$ cat config.mk
export PLATFORM = sky130hd
export DESIGN_NAME = arc_result_computation
export DESIGN_NICKNAME = d
export VERILOG_FILES = /design/src/arc_pkg.sv /design/src/arc_accum.sv /design/src/arc_result_computation.sv /design/src/arc_threshold.sv
export SDC_FILE = /design/constraint.sdc
export NUM_CORES = 1
export LEC_CHECK = 0
export ABC_CLOCK_PERIOD_IN_PS = 7600
export BUFFER_PORTS_ARGS = -buffer_cell sky130_fd_sc_hd__clkbuf_2
export CAP_MARGIN = 20
export CELL_PAD_IN_SITES_DETAIL_PLACEMENT = 0
export CELL_PAD_IN_SITES_GLOBAL_PLACEMENT = 2
export CORE_MARGIN = 10
export CORE_UTILIZATION = 33
export CTS_BUF_LIST = sky130_fd_sc_hd__clkbuf_8
export DETAILED_ROUTE_END_ITERATION = 8
export GPL_TIMING_DRIVEN = 0
export PLACE_DENSITY_LB_ADDON = 0.1
export REMOVE_ABC_BUFFERS = 1
export SLEW_MARGIN = 20
export SYNTH_ARGS = -nofsm -noshare
export SYNTH_HDL_FRONTEND = slang
export SYNTH_SLANG_ARGS = --single-unit
$ cat constraint.sdc
create_clock -name clk_sys -period 7.6 [get_ports clk_sys]
set_input_delay 1.14 -clock clk_sys [delete_from_list [all_inputs] [get_ports clk_sys]]
set_output_delay 1.14 -clock clk_sys [all_outputs]
set_load 0.005 [all_outputs]
$ cat src/arc_pkg.sv
// constants, types and shared helpers of the result computation unit
// assumes a 32-bit apb slave and a conversion core on the same clock
package arc_pkg;
  localparam int ACC_W = 16;
  localparam int RES_W = 10;
  localparam int CNT_W = 8;
  localparam int ADDR_W = 8;

  // computation modes
  localparam logic [2:0] MODE_BASIC = 3'h0;
  localparam logic [2:0] MODE_ACCUM = 3'h1;
  localparam logic [2:0] MODE_AVG = 3'h2;
  localparam logic [2:0] MODE_BURST = 3'h3;
  localparam logic [2:0] MODE_LPF = 3'h4;

  // threshold test modes
  localparam logic [2:0] TM_NEVER = 3'h0;
  localparam logic [2:0] TM_BELOW_LO = 3'h1;
  localparam logic [2:0] TM_AT_LEAST_LO = 3'h2;
  localparam logic [2:0] TM_INSIDE = 3'h3;
  localparam logic [2:0] TM_OUTSIDE = 3'h4;
  localparam logic [2:0] TM_AT_MOST_UP = 3'h5;
  localparam logic [2:0] TM_ABOVE_UP = 3'h6;

  // register byte offsets
  localparam logic [ADDR_W-1:0] OFF_CTRL = 8'h00;
  localparam logic [ADDR_W-1:0] OFF_REPEAT = 8'h04;
  localparam logic [ADDR_W-1:0] OFF_UPPER = 8'h08;
  localparam logic [ADDR_W-1:0] OFF_LOWER = 8'h0C;
  localparam logic [ADDR_W-1:0] OFF_TMODE = 8'h10;
  localparam logic [ADDR_W-1:0] OFF_ACC = 8'h14;
  localparam logic [ADDR_W-1:0] OFF_STAT = 8'h18;
  localparam logic [ADDR_W-1:0] OFF_FILTER = 8'h1C;
  localparam logic [ADDR_W-1:0] OFF_RESULT = 8'h20;
  localparam logic [ADDR_W-1:0] OFF_IRQ_STATUS = 8'h24;
  localparam logic [ADDR_W-1:0] OFF_IRQ_MASK = 8'h28;
  localparam logic [ADDR_W-1:0] OFF_ERROR = 8'h2C;

  // field positions
  localparam int CTRL_MODE_LSB = 0;
  localparam int CTRL_SHIFT_LSB = 4;
  localparam int CTRL_DSEN_BIT = 8;
  localparam int CTRL_RCSEL_BIT = 9;
  localparam int CTRL_CLR_BIT = 16;
  localparam int CTRL_GO_BIT = 17;
  localparam int STAT_OVF_BIT = 8;
  localparam int STAT_BUSY_BIT = 9;
  localparam int STAT_PHASE_BIT = 10;
  localparam int RESULT_PREV_LSB = 16;
  localparam int IRQ_W = 3;
  localparam int IRQ_DONE = 0;
  localparam int IRQ_THR = 1;
  localparam int IRQ_OVF = 2;

  // reset values and timing
  localparam logic [CNT_W-1:0] REPEAT_RST = 8'h01;
  localparam logic [ACC_W-1:0] THR_RST = 16'h0000;
  localparam logic [3:0] CLEAR_RC_CYCLES = 4'h5;

  typedef enum logic [1:0] {
    ARC_PH_FIRST = 2'b01,
    ARC_PH_SECOND = 2'b10
  } arc_phase_t;

  // arithmetic shift right: truncates toward the lower value
  function automatic logic signed [ACC_W-1:0] arc_ashr(input logic signed [ACC_W-1:0] v, input logic [2:0] sh);
    return v >>> sh;
  endfunction
endpackage

$ cat src/arc_accum.sv
// accumulator next-value datapath for the accumulate, average, burst and lowpass modes
// assumes the caller decides when the result is registered
`timescale 1ns/100ps
`default_nettype none
module arc_accum
  import arc_pkg::*;
(
  // control
  input wire logic [2:0] mode,
  input wire logic [2:0] shift,
  input wire logic restart,
  // data
  input wire logic signed [arc_pkg::ACC_W-1:0] acc,
  input wire logic signed [arc_pkg::ACC_W-1:0] sample,
  output logic signed [arc_pkg::ACC_W-1:0] next_acc,
  output logic overflow
);
  logic signed [ACC_W+1:0] wide;
  logic signed [ACC_W-1:0] decay;

  always_comb begin
    decay = arc_ashr(acc, shift);
    if (restart) begin
      wide = (ACC_W+2)'(sample);
    end else if (mode == MODE_LPF) begin
      // two guard bits keep the three-term sum exact
      wide = (ACC_W+2)'(acc) + (ACC_W+2)'(sample) - (ACC_W+2)'(decay); // [RQ8] [RQ10]
    end else begin
      wide = (ACC_W+2)'(acc) + (ACC_W+2)'(sample); // [RQ4]
    end
    next_acc = wide[ACC_W-1:0];
    overflow = (wide[ACC_W+1:ACC_W-1] != 3'h0) && (wide[ACC_W+1:ACC_W-1] != 3'h7);
  end
endmodule
`default_nettype wire

$ cat src/arc_result_computation.sv
// post-conversion computation unit: accumulate, average, filter, threshold
// assumes the conversion core pulses conv_valid with its result on clk_sys
// Function
// [RQ1] three-bit mode field picks basic, accumulate, average, burst or lowpass
// [RQ2] basic mode neither accumulates nor compares; double sampling still works
// [RQ3] basic mode flags done after the whole sample sequence, state untouched
// [RQ4] accumulate adds each sample and counts, counter holding at all ones
// [RQ5] accumulate flags done every conversion and tests threshold every sample
// [RQ6] average tests at the repeat target, then restarts count and accumulator
// [RQ7] burst clears on start, reconverts below target, then tests once
// [RQ8] lowpass updates sample plus acc minus shifted acc, tests from target on
// [RQ9] sample is the result, or second minus first with double sampling
// [RQ10] shift divisions truncate toward the lower value, never round
// [RQ11] accumulator is sixteen-bit signed and readable by software
// [RQ12] accumulator clear wipes overflow flag, accumulator and counter
// [RQ13] on the rc oscillator clearing takes five converter cycles
// [RQ14] three-bit shift right-shifts the accumulator into the filter output
// [RQ15] in lowpass the shift sets the filter time constant
// [RQ16] average clears on start when the counter already reached the target
// [RQ17] threshold comparisons are signed
// [RQ18] a set overflow flag signals a threshold interrupt
// [RQ19] sample counter is eight-bit unsigned, readable, saturating at all ones
`timescale 1ns/100ps
`default_nettype none
module arc_result_computation
  import arc_pkg::*;
#(
  parameter int RES_W = arc_pkg::RES_W
)(
  // clock and reset
  input wire logic clk_sys,
  input wire logic resetn,
  // apb slave
  input wire logic [arc_pkg::ADDR_W-1:0] paddr,
  input wire logic psel,
  input wire logic penable,
  input wire logic pwrite,
  input wire logic [31:0] pwdata,
  output logic [31:0] prdata,
  output logic pready,
  output logic pslverr,
  // conversion core
  input wire logic conv_valid,
  input wire logic [RES_W-1:0] conv_result,
  input wire logic ext_trigger,
  output logic conv_start,
  // interrupt
  output logic irq
);
  // bus state
  logic next_pready;
  logic next_pslverr;
  logic [31:0] next_prdata;
  logic [31:0] rd_word;
  logic mapped;
  logic wr_en;

  // control registers
  logic [2:0] compute_mode_select;
  logic [2:0] shift_amount;
  logic double_sample_enable;
  logic rc_clock_select;
  logic [CNT_W-1:0] repeat_target;
  logic signed [ACC_W-1:0] upper_threshold;
  logic signed [ACC_W-1:0] lower_threshold;
  logic [2:0] threshold_mode;
  logic [IRQ_W-1:0] irq_mask;
  logic [2:0] next_mode;
  logic [2:0] next_shift;
  logic next_dsen;
  logic next_rcsel;
  logic [CNT_W-1:0] next_repeat;
  logic signed [ACC_W-1:0] next_upper;
  logic signed [ACC_W-1:0] next_lower;
  logic [2:0] next_tmode;
  logic [IRQ_W-1:0] next_irq_mask;

  // computation state
  logic signed [ACC_W-1:0] accumulator;
  logic [CNT_W-1:0] sample_counter;
  logic accumulator_overflow_flag;
  logic [RES_W-1:0] conversion_result;
  logic [RES_W-1:0] previous_result;
  arc_phase_t phase;
  logic [3:0] clear_cnt;
  logic [IRQ_W-1:0] irq_status;
  logic signed [ACC_W-1:0] next_accumulator;
  logic [CNT_W-1:0] next_sample_counter;
  logic next_ovf;
  logic [RES_W-1:0] next_result;
  logic [RES_W-1:0] next_prev;
  arc_phase_t next_phase;
  logic [3:0] next_clear_cnt;
  logic [IRQ_W-1:0] next_irq_status;
  logic [IRQ_W-1:0] irq_set;
  logic next_conv_start;
  logic next_irq;

  // datapath wires
  logic signed [ACC_W-1:0] sample;
  logic signed [ACC_W-1:0] acc_sum;
  logic acc_ovf;
  logic restart;
  logic signed [ACC_W-1:0] filter_output;
  logic signed [ACC_W-1:0] error_value;
  logic thr_hit;
  logic accumulator_clear;
  logic conversion_go;
  logic take;
  logic compute;

  assign wr_en = psel && penable && pready && pwrite;
  assign accumulator_clear = wr_en && (paddr == OFF_CTRL) && pwdata[CTRL_CLR_BIT];
  assign conversion_go = (wr_en && (paddr == OFF_CTRL) && pwdata[CTRL_GO_BIT]) || ext_trigger;
  // samples arriving while a clear is still running are dropped
  assign take = conv_valid && (clear_cnt == 4'h0);
  assign compute = take && (!double_sample_enable || phase == ARC_PH_SECOND);
  assign filter_output = arc_ashr(accumulator, shift_amount); // [RQ14] [RQ10]
  // error is taken as the shifted next accumulator value; calculation choices are outside this unit
  assign error_value = arc_ashr(acc_sum, shift_amount);
  assign restart = (compute_mode_select == MODE_AVG) && (sample_counter >= repeat_target); // [RQ6]

  // sample selection
  always_comb begin
    if (double_sample_enable) begin
      sample = ACC_W'(conv_result) - ACC_W'(previous_result); // [RQ9]
    end else begin
      sample = ACC_W'(conv_result); // [RQ9]
    end
  end

  arc_accum u_accum (
    .mode(compute_mode_select),
    .shift(shift_amount),
    .restart(restart),
    .acc(accumulator),
    .sample(sample),
    .next_acc(acc_sum),
    .overflow(acc_ovf)
  );

  arc_threshold u_threshold (
    .err(error_value),
    .upper(upper_threshold),
    .lower(lower_threshold),
    .tmode(threshold_mode),
    .hit(thr_hit)
  );

  // read decode
  always_comb begin
    rd_word = 32'h0000_0000;
    mapped = 1'b1;
    case (paddr)
      OFF_CTRL: begin
        rd_word[CTRL_MODE_LSB +: 3] = compute_mode_select;
        rd_word[CTRL_SHIFT_LSB +: 3] = shift_amount;
        rd_word[CTRL_DSEN_BIT] = double_sample_enable;
        rd_word[CTRL_RCSEL_BIT] = rc_clock_select;
      end
      OFF_REPEAT: rd_word[CNT_W-1:0] = repeat_target;
      OFF_UPPER: rd_word[ACC_W-1:0] = upper_threshold;
      OFF_LOWER: rd_word[ACC_W-1:0] = lower_threshold;
      OFF_TMODE: rd_word[2:0] = threshold_mode;
      OFF_ACC: rd_word[ACC_W-1:0] = accumulator; // [RQ11]
      OFF_STAT: begin
        rd_word[CNT_W-1:0] = sample_counter; // [RQ19]
        rd_word[STAT_OVF_BIT] = accumulator_overflow_flag;
        rd_word[STAT_BUSY_BIT] = clear_cnt != 4'h0;
        rd_word[STAT_PHASE_BIT] = phase == ARC_PH_SECOND;
      end
      OFF_FILTER: rd_word[ACC_W-1:0] = filter_output;
      OFF_RESULT: begin
        rd_word[RES_W-1:0] = conversion_result;
        rd_word[RESULT_PREV_LSB +: RES_W] = previous_result;
      end
      OFF_IRQ_STATUS: rd_word[IRQ_W-1:0] = irq_status;
      OFF_IRQ_MASK: rd_word[IRQ_W-1:0] = irq_mask;
      OFF_ERROR: rd_word[ACC_W-1:0] = error_value;
      default: mapped = 1'b0;
    endcase
  end

  // bus handshake: one wait state, answer in the second access cycle
  always_comb begin
    next_pready = psel && penable && !pready;
    next_pslverr = psel && penable && !pready && !mapped;
    next_prdata = 32'h0000_0000;
    if (psel && penable && !pready && !pwrite) begin
      next_prdata = rd_word;
    end
  end

  always_ff @(posedge clk_sys) begin
    if (!resetn) begin
      pready <= 1'b0;
      pslverr <= 1'b0;
      prdata <= 32'h0000_0000;
    end else begin
      pready <= next_pready;
      pslverr <= next_pslverr;
      prdata <= next_prdata;
    end
  end

  // software control registers
  always_comb begin
    next_mode = compute_mode_select;
    next_shift = shift_amount;
    next_dsen = double_sample_enable;
    next_rcsel = rc_clock_select;
    next_repeat = repeat_target;
    next_upper = upper_threshold;
    next_lower = lower_threshold;
    next_tmode = threshold_mode;
    next_irq_mask = irq_mask;
    if (wr_en) begin
      case (paddr)
        OFF_CTRL: begin
          next_mode = pwdata[CTRL_MODE_LSB +: 3]; // [RQ1]
          next_shift = pwdata[CTRL_SHIFT_LSB +: 3]; // [RQ14] [RQ15]
          next_dsen = pwdata[CTRL_DSEN_BIT];
          next_rcsel = pwdata[CTRL_RCSEL_BIT];
        end
        OFF_REPEAT: next_repeat = pwdata[CNT_W-1:0];
        OFF_UPPER: next_upper = pwdata[ACC_W-1:0];
        OFF_LOWER: next_lower = pwdata[ACC_W-1:0];
        OFF_TMODE: next_tmode = pwdata[2:0];
        OFF_IRQ_MASK: next_irq_mask = pwdata[IRQ_W-1:0];
        default: next_mode = compute_mode_select;
      endcase
    end
  end

  always_ff @(posedge clk_sys) begin
    if (!resetn) begin
      compute_mode_select <= MODE_BASIC;
      shift_amount <= 3'h0;
      double_sample_enable <= 1'b0;
      rc_clock_select <= 1'b0;
      repeat_target <= REPEAT_RST;
      upper_threshold <= THR_RST;
      lower_threshold <= THR_RST;
      threshold_mode <= TM_NEVER;
      irq_mask <= '0;
    end else begin
      compute_mode_select <= next_mode;
      shift_amount <= next_shift;
      double_sample_enable <= next_dsen;
      rc_clock_select <= next_rcsel;
      repeat_target <= next_repeat;
      upper_threshold <= next_upper;
      lower_threshold <= next_lower;
      threshold_mode <= next_tmode;
      irq_mask <= next_irq_mask;
    end
  end

  // computation, sequencing and interrupt state
  always_comb begin
    next_accumulator = accumulator;
    next_sample_counter = sample_counter;
    next_ovf = accumulator_overflow_flag;
    next_result = conversion_result;
    next_prev = previous_result;
    next_phase = phase;
    next_clear_cnt = clear_cnt;
    next_conv_start = conversion_go;
    irq_set = '0;
    if (clear_cnt != 4'h0) begin
      next_clear_cnt = clear_cnt - 4'h1;
    end
    if (take) begin
      if (double_sample_enable && phase == ARC_PH_FIRST) begin
        next_prev = conv_result; // [RQ9]
        next_phase = ARC_PH_SECOND;
      end else begin
        next_prev = double_sample_enable ? previous_result : conversion_result;
        next_result = conv_result;
        next_phase = ARC_PH_FIRST;
      end
      // non-basic modes flag each conversion
      if (compute_mode_select != MODE_BASIC) begin
        irq_set[IRQ_DONE] = 1'b1; // [RQ5]
      end
    end
    if (compute) begin
      case (compute_mode_select)
        MODE_ACCUM, MODE_LPF: begin
          next_accumulator = acc_sum; // [RQ4] [RQ8]
          if (sample_counter != {CNT_W{1'b1}}) begin
            next_sample_counter = sample_counter + CNT_W'(1); // [RQ4] [RQ19]
          end
        end
        MODE_AVG: begin
          next_accumulator = acc_sum; // [RQ6]
          next_sample_counter = restart ? CNT_W'(1) : sample_counter + CNT_W'(1); // [RQ6]
        end
        MODE_BURST: begin
          next_accumulator = acc_sum;
          if (sample_counter != {CNT_W{1'b1}}) begin
            next_sample_counter = sample_counter + CNT_W'(1);
          end
        end
        default: irq_set[IRQ_DONE] = 1'b1; // [RQ2] [RQ3]
      endcase
      if (compute_mode_select != MODE_BASIC && compute_mode_select <= MODE_LPF) begin
        if (acc_ovf) begin
          next_ovf = 1'b1;
          irq_set[IRQ_OVF] = 1'b1;
        end
        // accumulate tests every sample, the others from the repeat target on
        if ((compute_mode_select == MODE_ACCUM || next_sample_counter >= repeat_target) &&
            (thr_hit || next_ovf)) begin
          irq_set[IRQ_THR] = 1'b1; // [RQ5] [RQ6] [RQ8] [RQ18]
        end
        if (compute_mode_select == MODE_BURST && next_sample_counter < repeat_target) begin
          next_conv_start = 1'b1; // [RQ7]
        end
      end
    end
    if (conversion_go) begin
      next_phase = ARC_PH_FIRST;
      if (compute_mode_select == MODE_BURST || restart) begin
        next_accumulator = '0; // [RQ7] [RQ16]
        next_sample_counter = '0;
      end
    end
    if (accumulator_clear) begin
      next_accumulator = '0; // [RQ12]
      next_sample_counter = '0;
      next_ovf = 1'b0;
      // on the rc oscillator the clear keeps the unit busy for its cycles
      next_clear_cnt = rc_clock_select ? CLEAR_RC_CYCLES : 4'h0; // [RQ13]
    end
    // set wins over a same-cycle write-one-to-clear
    next_irq_status = irq_status | irq_set;
    if (wr_en && paddr == OFF_IRQ_STATUS) begin
      next_irq_status = (irq_status & ~pwdata[IRQ_W-1:0]) | irq_set;
    end
    next_irq = |(next_irq_status & next_irq_mask);
  end

  always_ff @(posedge clk_sys) begin
    if (!resetn) begin
      accumulator <= '0;
      sample_counter <= '0;
      accumulator_overflow_flag <= 1'b0;
      conversion_result <= '0;
      previous_result <= '0;
      phase <= ARC_PH_FIRST;
      clear_cnt <= 4'h0;
      irq_status <= '0;
      conv_start <= 1'b0;
      irq <= 1'b0;
    end else begin
      accumulator <= next_accumulator;
      sample_counter <= next_sample_counter;
      accumulator_overflow_flag <= next_ovf;
      conversion_result <= next_result;
      previous_result <= next_prev;
      phase <= next_phase;
      clear_cnt <= next_clear_cnt;
      irq_status <= next_irq_status;
      conv_start <= next_conv_start;
      irq <= next_irq;
    end
  end
endmodule
`default_nettype wire

$ cat src/arc_threshold.sv
// signed window comparison of the error value against two thresholds
// assumes thresholds are two's complement like the error value
`timescale 1ns/100ps
`default_nettype none
module arc_threshold
  import arc_pkg::*;
(
  // operands
  input wire logic signed [arc_pkg::ACC_W-1:0] err,
  input wire logic signed [arc_pkg::ACC_W-1:0] upper,
  input wire logic signed [arc_pkg::ACC_W-1:0] lower,
  // selection and result
  input wire logic [2:0] tmode,
  output logic hit
);
  logic lo_fail;
  logic up_fail;

  always_comb begin
    lo_fail = err < lower; // [RQ17]
    up_fail = err > upper; // [RQ17]
    case (tmode)
      TM_NEVER: hit = 1'b0;
      TM_BELOW_LO: hit = lo_fail;
      TM_AT_LEAST_LO: hit = !lo_fail;
      TM_INSIDE: hit = !lo_fail && !up_fail;
      TM_OUTSIDE: hit = lo_fail || up_fail;
      TM_AT_MOST_UP: hit = !up_fail;
      TM_ABOVE_UP: hit = up_fail;
      default: hit = 1'b1;
    endcase
  end
endmodule
`default_nettype wire

# Yosys cells after proc, flatten, opt, wreduce, memory -nomap -nowiden
# Index checks and enable logic that the tools add are counted.
# word_totals
mem_bits_ro	0
word_cells	169
in_bits	57
regBits	144
memories	0
out_inout_bits	36
latchBits	0
ram_bits	0
# classes
add_sub_neg	5
multipliers	0
div_mod_pow	0
n_reduce_logical	54
n_eq_ne	26
mux	45
bitwise_logic	7
shifts	2
n_lt_le_gt_ge	6
# ops
operator	count
2-to-1 mux 16 bit	5
2-to-1 mux 8 bit	6
2-to-1 mux 18 bit	2
one-hot mux 3 bit (12 select lines)	1
== test 8 x 5 -> 1 bit, second input constant	4
== test 8 x 6 -> 1 bit, second input constant	4
>>> shifter 16 x 3 -> 16 bit	2
one-hot mux 3 bit (9 select lines)	1
one-hot mux 5 bit (5 select lines)	1
2-to-1 mux 10 bit	2
logical AND 1 bit	19
AND reduction 2 bit	9
subtractor 17 x 16 -> 18 bit	1
adder 16 x 16 -> 17 bit	1
== test 8 x 4 -> 1 bit, second input constant	2
>= comparator 8 bit	2
> comparator 16 bit	1
less-than comparator 16 bit	1
one-hot mux 1 bit (8 select lines)	2
one-hot mux 2 bit (8 select lines)	1
one-hot mux 8 bit (2 select lines)	1
2-to-1 mux 3 bit	5
== test 3 x 2 -> 1 bit, second input constant	4
== test 3 bit, second input constant	4
other kinds (34)	64

# Logic depth before layout (Yosys ltp)
# Gate-level depths: netlist of the first run.
# logic_depth
word_depth	20
depth_mapped	38

# Modules after synthesis
# Synthesis of the first run repeated with hierarchy kept, for this count alone.
# unflattened
cells_unflattened	1502
hier_area_um2	11702.5
# modules_own_cells
module	area_per_inst_um2	n_inst	cells_each
arc_result_computation	8531.9	1	1053
arc_accum	2309.7	1	330
arc_threshold	860.8	1	119

# Least setup slack after synthesis of the first run
# Ideal clock, no wire load.
# synth_path
kind	input to register
start	input port conv_result[0]
end	register irq
cell_stages	35
path_buffers	1
arrival_time_ns	7.736
slack_ns	-0.263
setup_time_ns	0.127
required_ns	7.473
path_cell_list	inv_1 -> ha_1 -> fa_1 -> nor2b_4 -> o31a_1 -> o21a_1 -> o311ai_1 -> ha_1 -> clkbuf_1 -> o21a_1 -> o211ai_1 -> a21o_1 -> a211oi_1 -> or3_1 -> and2_1 -> ha_1 -> o21a_1 -> o21ai_0 -> nor2_1 -> xnor2_1 -> a311oi_1 -> a21oi_1 -> o211ai_1 -> and3_1 -> ha_1 -> a21o_1 -> a21o_1 -> a21o_1 -> a21oi_1 -> o21ai_0 -> or3_1 -> a311oi_1 -> nor3_1 -> o2111ai_1 -> nand3_1
# synth_via
elab_chain_len	20
# synth_lines
item	line	text
start, declared	arc_result_computation.sv:44	input wire logic [RES_W-1:0] conv_result,
subtractor 10 x 10 -> 11 bit	arc_result_computation.sv:126	sample = ACC_W'(conv_result) - ACC_W'(previous_result);
2-to-1 mux 16 bit *	arc_result_computation.sv:125	if (double_sample_enable) begin
adder 16 x 16 -> 17 bit	arc_accum.sv:27, arc_accum.sv:29	
subtractor 17 x 16 -> 18 bit	arc_accum.sv:27	wide = (ACC_W+2)'(acc) + (ACC_W+2)'(sample) - (ACC_W+2)'(decay);
2-to-1 mux 18 bit	arc_accum.sv:25	end else if (mode == MODE_LPF) begin
2-to-1 mux 18 bit *	arc_accum.sv:23	if (restart) begin
>>> shifter 16 x 3 -> 16 bit, or another cell as far along	arc_pkg.sv:67	return v >>> sh;
less-than comparator 16 bit, or another cell as far along	arc_threshold.sv:20	lo_fail = err < lower;
[4 not listed]	--	
logical AND 1 bit	arc_result_computation.sv:313	if ((compute_mode_select == MODE_ACCUM || next_sample_counter >= repeat_target) &&
2-to-1 mux 1 bit	arc_result_computation.sv:313	
2-to-1 mux 2 bit *	arc_result_computation.sv:307	if (compute_mode_select != MODE_BASIC && compute_mode_select <= MODE_LPF) begin
2-to-1 mux 3 bit *	arc_result_computation.sv:287	if (compute) begin
bitwise OR 3 bit, on equally long branches	arc_result_computation.sv:337, arc_result_computation.sv:339	
2-to-1 mux 3 bit *	arc_result_computation.sv:338	if (wr_en && paddr == OFF_IRQ_STATUS) begin
AND 3 bit *	arc_result_computation.sv:341	next_irq = |(next_irq_status & next_irq_mask);
OR reduction 3 bit *	arc_result_computation.sv:341	
end signal, assigned	arc_result_computation.sv:366	irq <= next_irq;
end, declared	arc_result_computation.sv:48	output logic irq
# Mark *: on every way between the ends. The rest lies on a longest branch, timed or not. The select of a mux whose other input is x is not followed.
# A chain may end at the register's enable or synchronous reset.

# Worst setup path after layout of the first run
# Same ends and word-level chain as after synthesis.

==> results of run 1 <==
==> cells by family (layout without fill, tap and decap cells) <==
logic type                 count (synthesis)  in the layout  share of synthesized area [%]
muxes                                     52             52                           5.73
and+or+nand+nor                          571            571                           22.6
other                                      1              6                         0.0323
AOI/OAI and AO/OA                        503            503                           29.6
DFF                                      138            138                           23.8
adders and majority gates                 98             98                           10.8
buffers and inverters                    172            244                           5.77
xor gates and xnor gates                  22             22                           1.66
==> report_power, final <==
part | internal [mW] | switching, mW
sequential | 0.766 | 0.0467
clock | 0.292 | 0.339
combinational | 0.240 | 0.374
total | 1.30 | 0.759
==> final cells by class <==
type | count | area, um2
Clock buffer | 17 | 234
Clock inverter | 15 | 149
Fill cell | 3686 | 20800
Inverter | 94 | 358
Multi-Input combinational cell | 1252 | 8940
Sequential cell | 138 | 2770
Tap cell | 455 | 569
Timing Repair Buffer | 118 | 828
==> sequential cells by signal, summed over array words and instances (netlist names) <==
name                       count
irq_status                     3
rc_clock_select                1
phase                          2
lower_threshold               16
compute_mode_select            3
conv_start                     1
double_sample_enable           1
threshold_mode                 3
accumulator_overflow_flag      1
shift_amount                   3
irq                            1
previous_result               10
accumulator                   16
pready                         1
upper_threshold               16
irq_mask                       3
clear_cnt                      4
repeat_target                  8
pslverr                        1
conversion_result             10
sample_counter                 8
prdata                        26
==> worst max-delay path by stage <==
stage | from | end | slack [ns] | depth (start not counted)
2_1_floorplan | conv_result[0] | irq | -0.29 | 34
3_3_place_gp | conv_result[0] | irq | -2.27 | 36
3_5_place_dp | conv_result[0] | irq | -2.24 | 36
4_1_cts | conv_result[0] | irq | -0.30 | 37
5_1_grt | conv_result[0] | irq | -0.49 | 37
6_report | conv_result[0] | irq | -0.17 | 38
==> per-layer routing <==
layer	track usage (%)	wire length, um
met3	4.26	2690
met1	29.4	23200
met2	34.9	22300
met5	0	0
met4	6.87	1340
==> what timing repair did <==
action                                  4_1_cts  5_1_grt
endpoints found under the hold margin         0        0
resized for setup                            96       43
endpoints found under the setup margin        2        2
hold buffers                                  0        0
pin swaps                                    42       36
setup buffers                                28        5
==> worst max-delay path, delay by kind of cell <==
kind | cells | cell delay, ns
muxes | 1 | 0.57
xor gates and xnor gates | 1 | 0.19
AOI/OAI and AO/OA | 17 | 3.03
adders and majority gates | 5 | 1.27
buffers and inverters | 7 | 0.93
and+or+nand+nor | 7 | 1.02
==> synth_stat cells, types with 7 or more instances <==
master,count,area [um2]
a21boi_0,68,510
a211oi_1,23,173
o211a_1,10,100
o211ai_1,21,158
xnor2_1,12,105
or3_1,9,56.3
o21ai_0,58,290
ha_1,95,1190
a222oi_1,7,70.1
a21o_1,24,180
and3_1,11,68.8
nand4_1,16,100
inv_1,93,349
xor2_1,10,87.6
a31oi_1,18,113
a221oi_1,15,131
nor3_1,36,180
a22o_1,7,61.3
a22oi_1,22,165
o21ai_1,14,70.1
mux2i_1,35,350
a21oi_1,115,576
mux4_2,11,248
nor2_1,108,405
o21a_1,22,165
nand3_1,49,245
nand2b_1,16,100
nor4_1,12,75.1
clkbuf_1,64,240
and2_1,13,81.3
nor3b_1,8,60.1
o31ai_1,8,60.1
dfxtp_1,138,2760
nand2_1,249,935
nor2b_1,19,119
a211o_1,14,123
==> results.md, run 1 <==
### Place
- Post-Place Cells: 2024
- worst slack at placement: -2.24 ns
- final weighted congestion in routability-driven placement: 0.889
- cell area after placement: 12500 um2
- dpl hpwl: 38.4 mm
- Port Buf Inserts: 72

### Worst setup path
- crit end category: flip-flop
- kind of start point of the critical path: input pin
- maximum fanout count along the critical path: 4
- required time of the critical path: 8.00 ns
- cell with the most instances on the worst path: buf_4
- maximum cell stage delay along the critical path: 0.57 ns
- worst-case register-to-register setup slack: 0.20 ns
- WP data arrival: 8.17 ns
- cells on worst reg2reg path: 36
- critical path start-end classification: in2reg
- slowest cell on the critical path: mux4_2
- R2R Path End: irq
- RR Startpoint: previous_result[0]

### Power and ir drop
- maximum ir drop on the vdd rail: 0.102 mV
- leakage: 5.14 nW
- Design Power: 2.06 mW
- power density over the cells: 149 nW/um2

### Clock network
- clock insertion delay at the later pin of the skew report: 0.48 ns
- clock transition time at the flip-flop clock pins of the worst setup and hold paths: 0.09 ns
- clock tree from TritonCTS: yes
- # H-tree levels: 4
- number of clock buffers inserted by TritonCTS: 17
- number of clock sinks seen by CTS: 138
- Clock Root Buffer: clkbuf_8
- maximum clock path buffer count: 2

### Global route
- global-route wire length before repair: 73.5 mm
- largest net degree at the start of global routing: 70
- antenna violations before repair: 0
- vias in the first global route: 11500
- total routing resource utilization after global routing: 22.0%
- remaining global-route overflow: 0

### Hold path
- Tightest Hold Check Type: reg2reg
- Hold Path Stages: 2
- hold path start: repeat_target[7]
- terminating pin of the worst hold path: repeat_target[7]

### Flow run
- total of max-cap violations: 0

### Logic synthesis
- Post-Synthesis Cell Area: 11600 um2
- syn_area_per_cell: 7.46 um2
- Async S/R FF share, synth: 0%
- distinct cell type count after synthesis: 79
- EDFF count, synth: 0
- yosys synthesis warning count: 0
- Seq cells post-synth: 138
- sequential cell area fraction in the yosys report: 23.8%
- dominant register cell in the synthesized netlist: dfxtp_1
- gate count of the mapped netlist: 1557

### Routing
- WL per Instance: 23.7 um
- number of nets with antenna violations after routing: 0
- ratio of routed vias to standard cells: 5.76
- detailed-router iteration count before antenna repair: 6
- drt initial violations: 830
- wire length reported by the detailed router: 49.5 mm
- detailed-route via count: 12000
- remaining routing DRC violations: 0

### Timing
- Worst-Margin Slew: 1.09 ns
- sum of negative setup slack: -0.287 ns
- setup repair after global routing missed its margin: yes
- max_slew headroom: 26.9%
- final critical-path share of the clock period: 102%
- worst hold margin: 0.472 ns
- worst clock skew on the final layout: 0.0272 ns
- final setup fails: 2
- number of max-slew violations in the final report: 0
- Highest Clock Rate: 129 MHz
- Final Hold Viols: 0
- Tmin final: 7.77 ns
- fin worst setup slack: -0.170 ns

### Floorplanning
- Rows: 68
- area inside the core boundary: 34600 um2
- total die area: 43100 um2
- num ports: 93
- Die Height: 208 um
- width of the die: 208 um
- initial standard-cell utilization of the core: 33.5%

### Finish
- highest-count cells in the layout ignoring fill and taps: nand2_1 (248), dfxtp_1 (134), nor2_1 (99)
- antenna diode instance count: 0
- Post-Layout Inst Area: 13800 um2
- post-layout net count: 1776
- most common library cell in the layout ignoring fill and taps: nand2_1
- Finished Layout Cells: 2089
- proportion of layout cells with a drive suffix above 1: 18.1%
- core utilization of the finished layout: 40.0%
- area added between synthesis and finish: 19.2%

### Run status
- outcome: finished, violations left
- violated checks: setup timing

Power figures use the tool's default switching activity.
==> run 2, diff against run 1 <==
--- a/config.mk
+++ b/config.mk
@@ -11,8 +11,9 @@
 export CELL_PAD_IN_SITES_DETAIL_PLACEMENT = 0
 export CELL_PAD_IN_SITES_GLOBAL_PLACEMENT = 2
 export CORE_MARGIN = 10
-export CORE_UTILIZATION = 33
+export CORE_UTILIZATION = 34
 export CTS_BUF_LIST = sky130_fd_sc_hd__clkbuf_8
+export CTS_CLUSTER_SIZE = 24
 export DETAILED_ROUTE_END_ITERATION = 8
 export GPL_TIMING_DRIVEN = 0
 export PLACE_DENSITY_LB_ADDON = 0.1
@@ -20,4 +21,5 @@
 export SLEW_MARGIN = 20
 export SYNTH_ARGS = -nofsm -noshare
 export SYNTH_HDL_FRONTEND = slang
+export SYNTH_HIERARCHICAL = 1
 export SYNTH_SLANG_ARGS = --single-unit
==> results.md, run 2 <==
### Worst setup path
- buffer and inverter count on the worst path: 6, -1
- slowest cell on the critical path: a2111o_1
- required time of the critical path: 7.97 ns, -0.03 ns
- critical path start-end classification: in2reg
- R2R Path End: irq
- cells on worst reg2reg path: 37, +2.8%
- worst-case register-to-register setup slack: -0.64 ns, -0.84 ns
- crit end category: flip-flop
- maximum fanout count along the critical path: 5, +1
- WP depth: 40, +5.3%
- RR Startpoint: double_sample_enable
- WP data arrival: 8.82 ns, +0.65 ns
- maximum cell stage delay along the critical path: 0.42 ns, -0.15 ns
- kind of cell adding the most delay to the critical path: compound AO/OA/AOI/OAI gates
- kind of start point of the critical path: input pin

### Power and ir drop
- Pint: 1.32 mW, +1.5%
- switching power: 0.660 mW, -13%
- relative contribution of combinational cells to total power: 26.1%, -3.7 points
- share of power burned in the clock network: 32.7%, +2.1 points
- power density over the cells: 144 nW/um2, -3.2%
- sw frac: 33.4%, -3.5 points
- Design Power: 1.98 mW, -3.9%
- share of total power in sequential cells: 41.2%, +1.7 points
- maximum ir drop on the vdd rail: 0.147 mV, +43%
- leakage: 5.23 nW, +1.7%

### Global route
- largest net degree at the start of global routing: 59, -16%
- global-route wire length before repair: 67.4 mm, -8.3%
- total routing resource utilization after global routing: 20.8%, -1.2 points
- remaining global-route overflow: 0, unchanged
- antenna violations before repair: 0, unchanged
- vias in the first global route: 10900, -4.8%

### Logic synthesis
- sequential cell area fraction in the yosys report: 23.6%, -0.18 points
- syn_area_per_cell: 7.79 um2, +4.5%
- share of the synthesized area in the top cell type: 23.6%, -0.18 points
- main area contributors after synthesis: dfxtp_1 (24%), ha_1 (10%), nand2_1 (8.7%)
- Post-Synthesis Cell Area: 11700 um2, +0.76%
- Seq cells post-synth: 138, unchanged
- Async S/R FF share, synth: 0%, unchanged
- dominant register cell in the synthesized netlist: dfxtp_1
- EDFF count, synth: 0, unchanged
- most frequent cells after synthesis: nand2_1 (272), dfxtp_1 (138), a21oi_1 (115), ha_1 (95), mux2i_1 (91)
- gate count of the mapped netlist: 1502, -3.5%
- most repeated cell in the gate-level netlist after synthesis: nand2_1
- yosys synthesis warning count: 6, +6
- distinct cell type count after synthesis: 90, +14%
- dominant cell type by area after synthesis: dfxtp_1

### Run status
- violated checks: setup timing
- outcome: finished, violations left

### Clock network
- Clock Root Buffer: clkbuf_8
- clock transition time at the flip-flop clock pins of the worst setup and hold paths: 0.08 ns, about the same
- CTS hold repair buffers: 0, unchanged
- number of clock buffers inserted by TritonCTS: 17, unchanged
- maximum clock path buffer count: 2, unchanged
- # H-tree levels: 4, unchanged
- clock insertion delay at the later pin of the skew report: 0.50 ns, +0.02 ns
- number of clock sinks seen by CTS: 138, unchanged
- clock tree from TritonCTS: yes

### Timing
- Tmin final: 8.45 ns, +0.683 ns
- number of max-slew violations in the final report: 0, unchanged
- max_slew headroom: 30.6%, +3.7 points
- fin worst setup slack: -0.852 ns, -0.683 ns
- worst clock skew on the final layout: 0.0173 ns, -0.00988 ns
- final critical-path share of the clock period: 111%, +9.0 points
- Worst-Margin Slew: 1.04 ns, -0.0552 ns
- setup repair after global routing missed its margin: yes
- Final Hold Viols: 0, unchanged
- Highest Clock Rate: 118 MHz, -8.1%
- final setup fails: 2, unchanged
- worst hold margin: 0.487 ns, +0.0151 ns

### Routing
- remaining routing DRC violations: 0, unchanged
- drt initial violations: 754, -9.2%
- ratio of routed vias to standard cells: 5.47, -5.0%
- number of nets with antenna violations after routing: 0, unchanged
- detailed-router iteration count before antenna repair: 5, -1
- wire length reported by the detailed router: 43.9 mm, -11%
- WL per Instance: 21.6 um, -8.8%
- detailed-route via count: 11100, -7.8%

### Finish
- antenna diode instance count: 0, unchanged
- number of filler instances in the final layout: 3537, -4.0%
- area taken by multi-input logic gates: 8860 um2, -0.87%
- area added between synthesis and finish: 17.5%
- proportion of layout cells with a drive suffix above 1: 18.2%, +0.11 points
- post-layout net count: 1722, -3.0%
- flip-flop count of the largest register, all copies and words added: 26, unchanged
- most common library cell in the layout ignoring fill and taps: nand2_1
- Register Area: 2770 um2, +0.14%
- register ranked first by flip-flop count: prdata
- highest-count cells in the layout ignoring fill and taps: nand2_1 (266), dfxtp_1 (135), a21oi_1 (101)

### Flow run
- total of max-cap violations: 0, unchanged

### Floorplanning
- Die Height: 206 um, -1.0%
- num ports: 93, unchanged
- area inside the core boundary: 33800 um2, -2.4%
- total die area: 42200 um2, -2.0%
- width of the die: 206 um, -1.0%
- Rows: 67, -1.5%
- initial standard-cell utilization of the core: 34.6%, +1.1 points

### Hold path
- hold path start: lower_threshold[2]
- Tightest Hold Check Type: reg2reg
- terminating pin of the worst hold path: lower_threshold[2]
- Hold Path Stages: 2, unchanged

### Place
- Port Buf Inserts: 72, unchanged
- final weighted congestion in routability-driven placement: 0.876, -1.5%
- dpl hpwl: 34.4 mm, -11%

[run 2: cells by family (layout without fill, tap and decap cells)]
group | Yosys count | after routing | share of synthesized area (%)
fa+ha+maj | 98 | 98 | 10.7
xor+xnor | 30 | 30 | 2.37
compound gates | 416 | 416 | 24.0
buf+inv | 163 | 236 | 5.82
flops | 138 | 138 | 23.6
simple gates | 536 | 536 | 21.4
mux | 120 | 120 | 12.1
other cells | 1 | 6 | 0.0320
[run 2: timing repair]
| item | 4_1_cts | 5_1_grt |
|---|---|---|
| buffers inserted | 29 | 6 |
| gates resized for setup | 90 | 24 |
| pin swaps | 47 | 15 |
| endpoints found under the setup margin | 10 | 2 |
[run 2: area by class of cell]
class / count / share of cell area, %
Inverter: 88 / 2.44
Clock inverter: 13 / 1.11
Clock buffer: 19 / 1.90
Timing Repair Buffer: 116 / 5.83
Tap cell: 448 / 4.08
Multi-Input combinational cell: 1206 / 64.5
Sequential cell: 138 / 20.2
[run 2: metrics by stage]
step	util [%]	TNS, ns	worst slack [ns]	area, um2	cells
2_1_floorplan	-	-2.11	-1.13	11400	1432
3_3_place_gp	36.4	-19.43	-3.89	12300	1952
3_5_place_dp	37.0	-13.42	-3.45	12500	1960
4_1_cts	40.2	-1.51	-0.884	13600	2021
5_1_grt	40.7	-2.23	-1.22	13700	2028
6_report	40.7	-1.47	-0.852	13700	2028
[run 2: worst max-delay path by stage]
| stage | start | endpoint | slack [ns] |
|---|---|---|---|
| floorplan | conv_result[0] | irq | -1.13 |
| global placement | conv_result[0] | irq | -3.89 |
| detailed placement | conv_result[0] | irq | -3.45 |
| CTS | conv_result[0] | irq | -0.88 |
| global route | conv_result[0] | irq | -1.22 |
| finish | conv_result[0] | irq | -0.85 |
[run 2: power by group through the flow]
stage,clock (mW),sequential (mW),combinational [mW]
3_5_place_dp,0,0.831,0.466
2_1_floorplan,0,0.807,0.313
4_1_cts,0.662,0.815,0.507
3_3_place_gp,0,0.831,0.450
6_report,0.646,0.815,0.516
5_1_grt,0.695,0.821,0.578
[run 2: metal layers]
layer	vias up	global-route usage, %	part of all wire, %
li1	5520	-	-
met1	5280	28.3	47
met2	255	32.8	46
met3	35	3.87	5.2
met4	0	5.83	1.9
met5	-	0	0
[run 2: worst reg2reg max path: cells and delay by family, from the launching register on]
| family | cells | cell delay [ns] |
|---|---|---|
| AOI/OAI and AO/OA | 20 | 3.88 |
| adders and majority gates | 4 | 1.27 |
| DFF | 1 | 0.99 |
| and+or+nand+nor | 5 | 0.67 |
| buffers and inverters | 4 | 0.51 |
| muxes | 2 | 0.51 |
| xor gates and xnor gates | 2 | 0.28 |
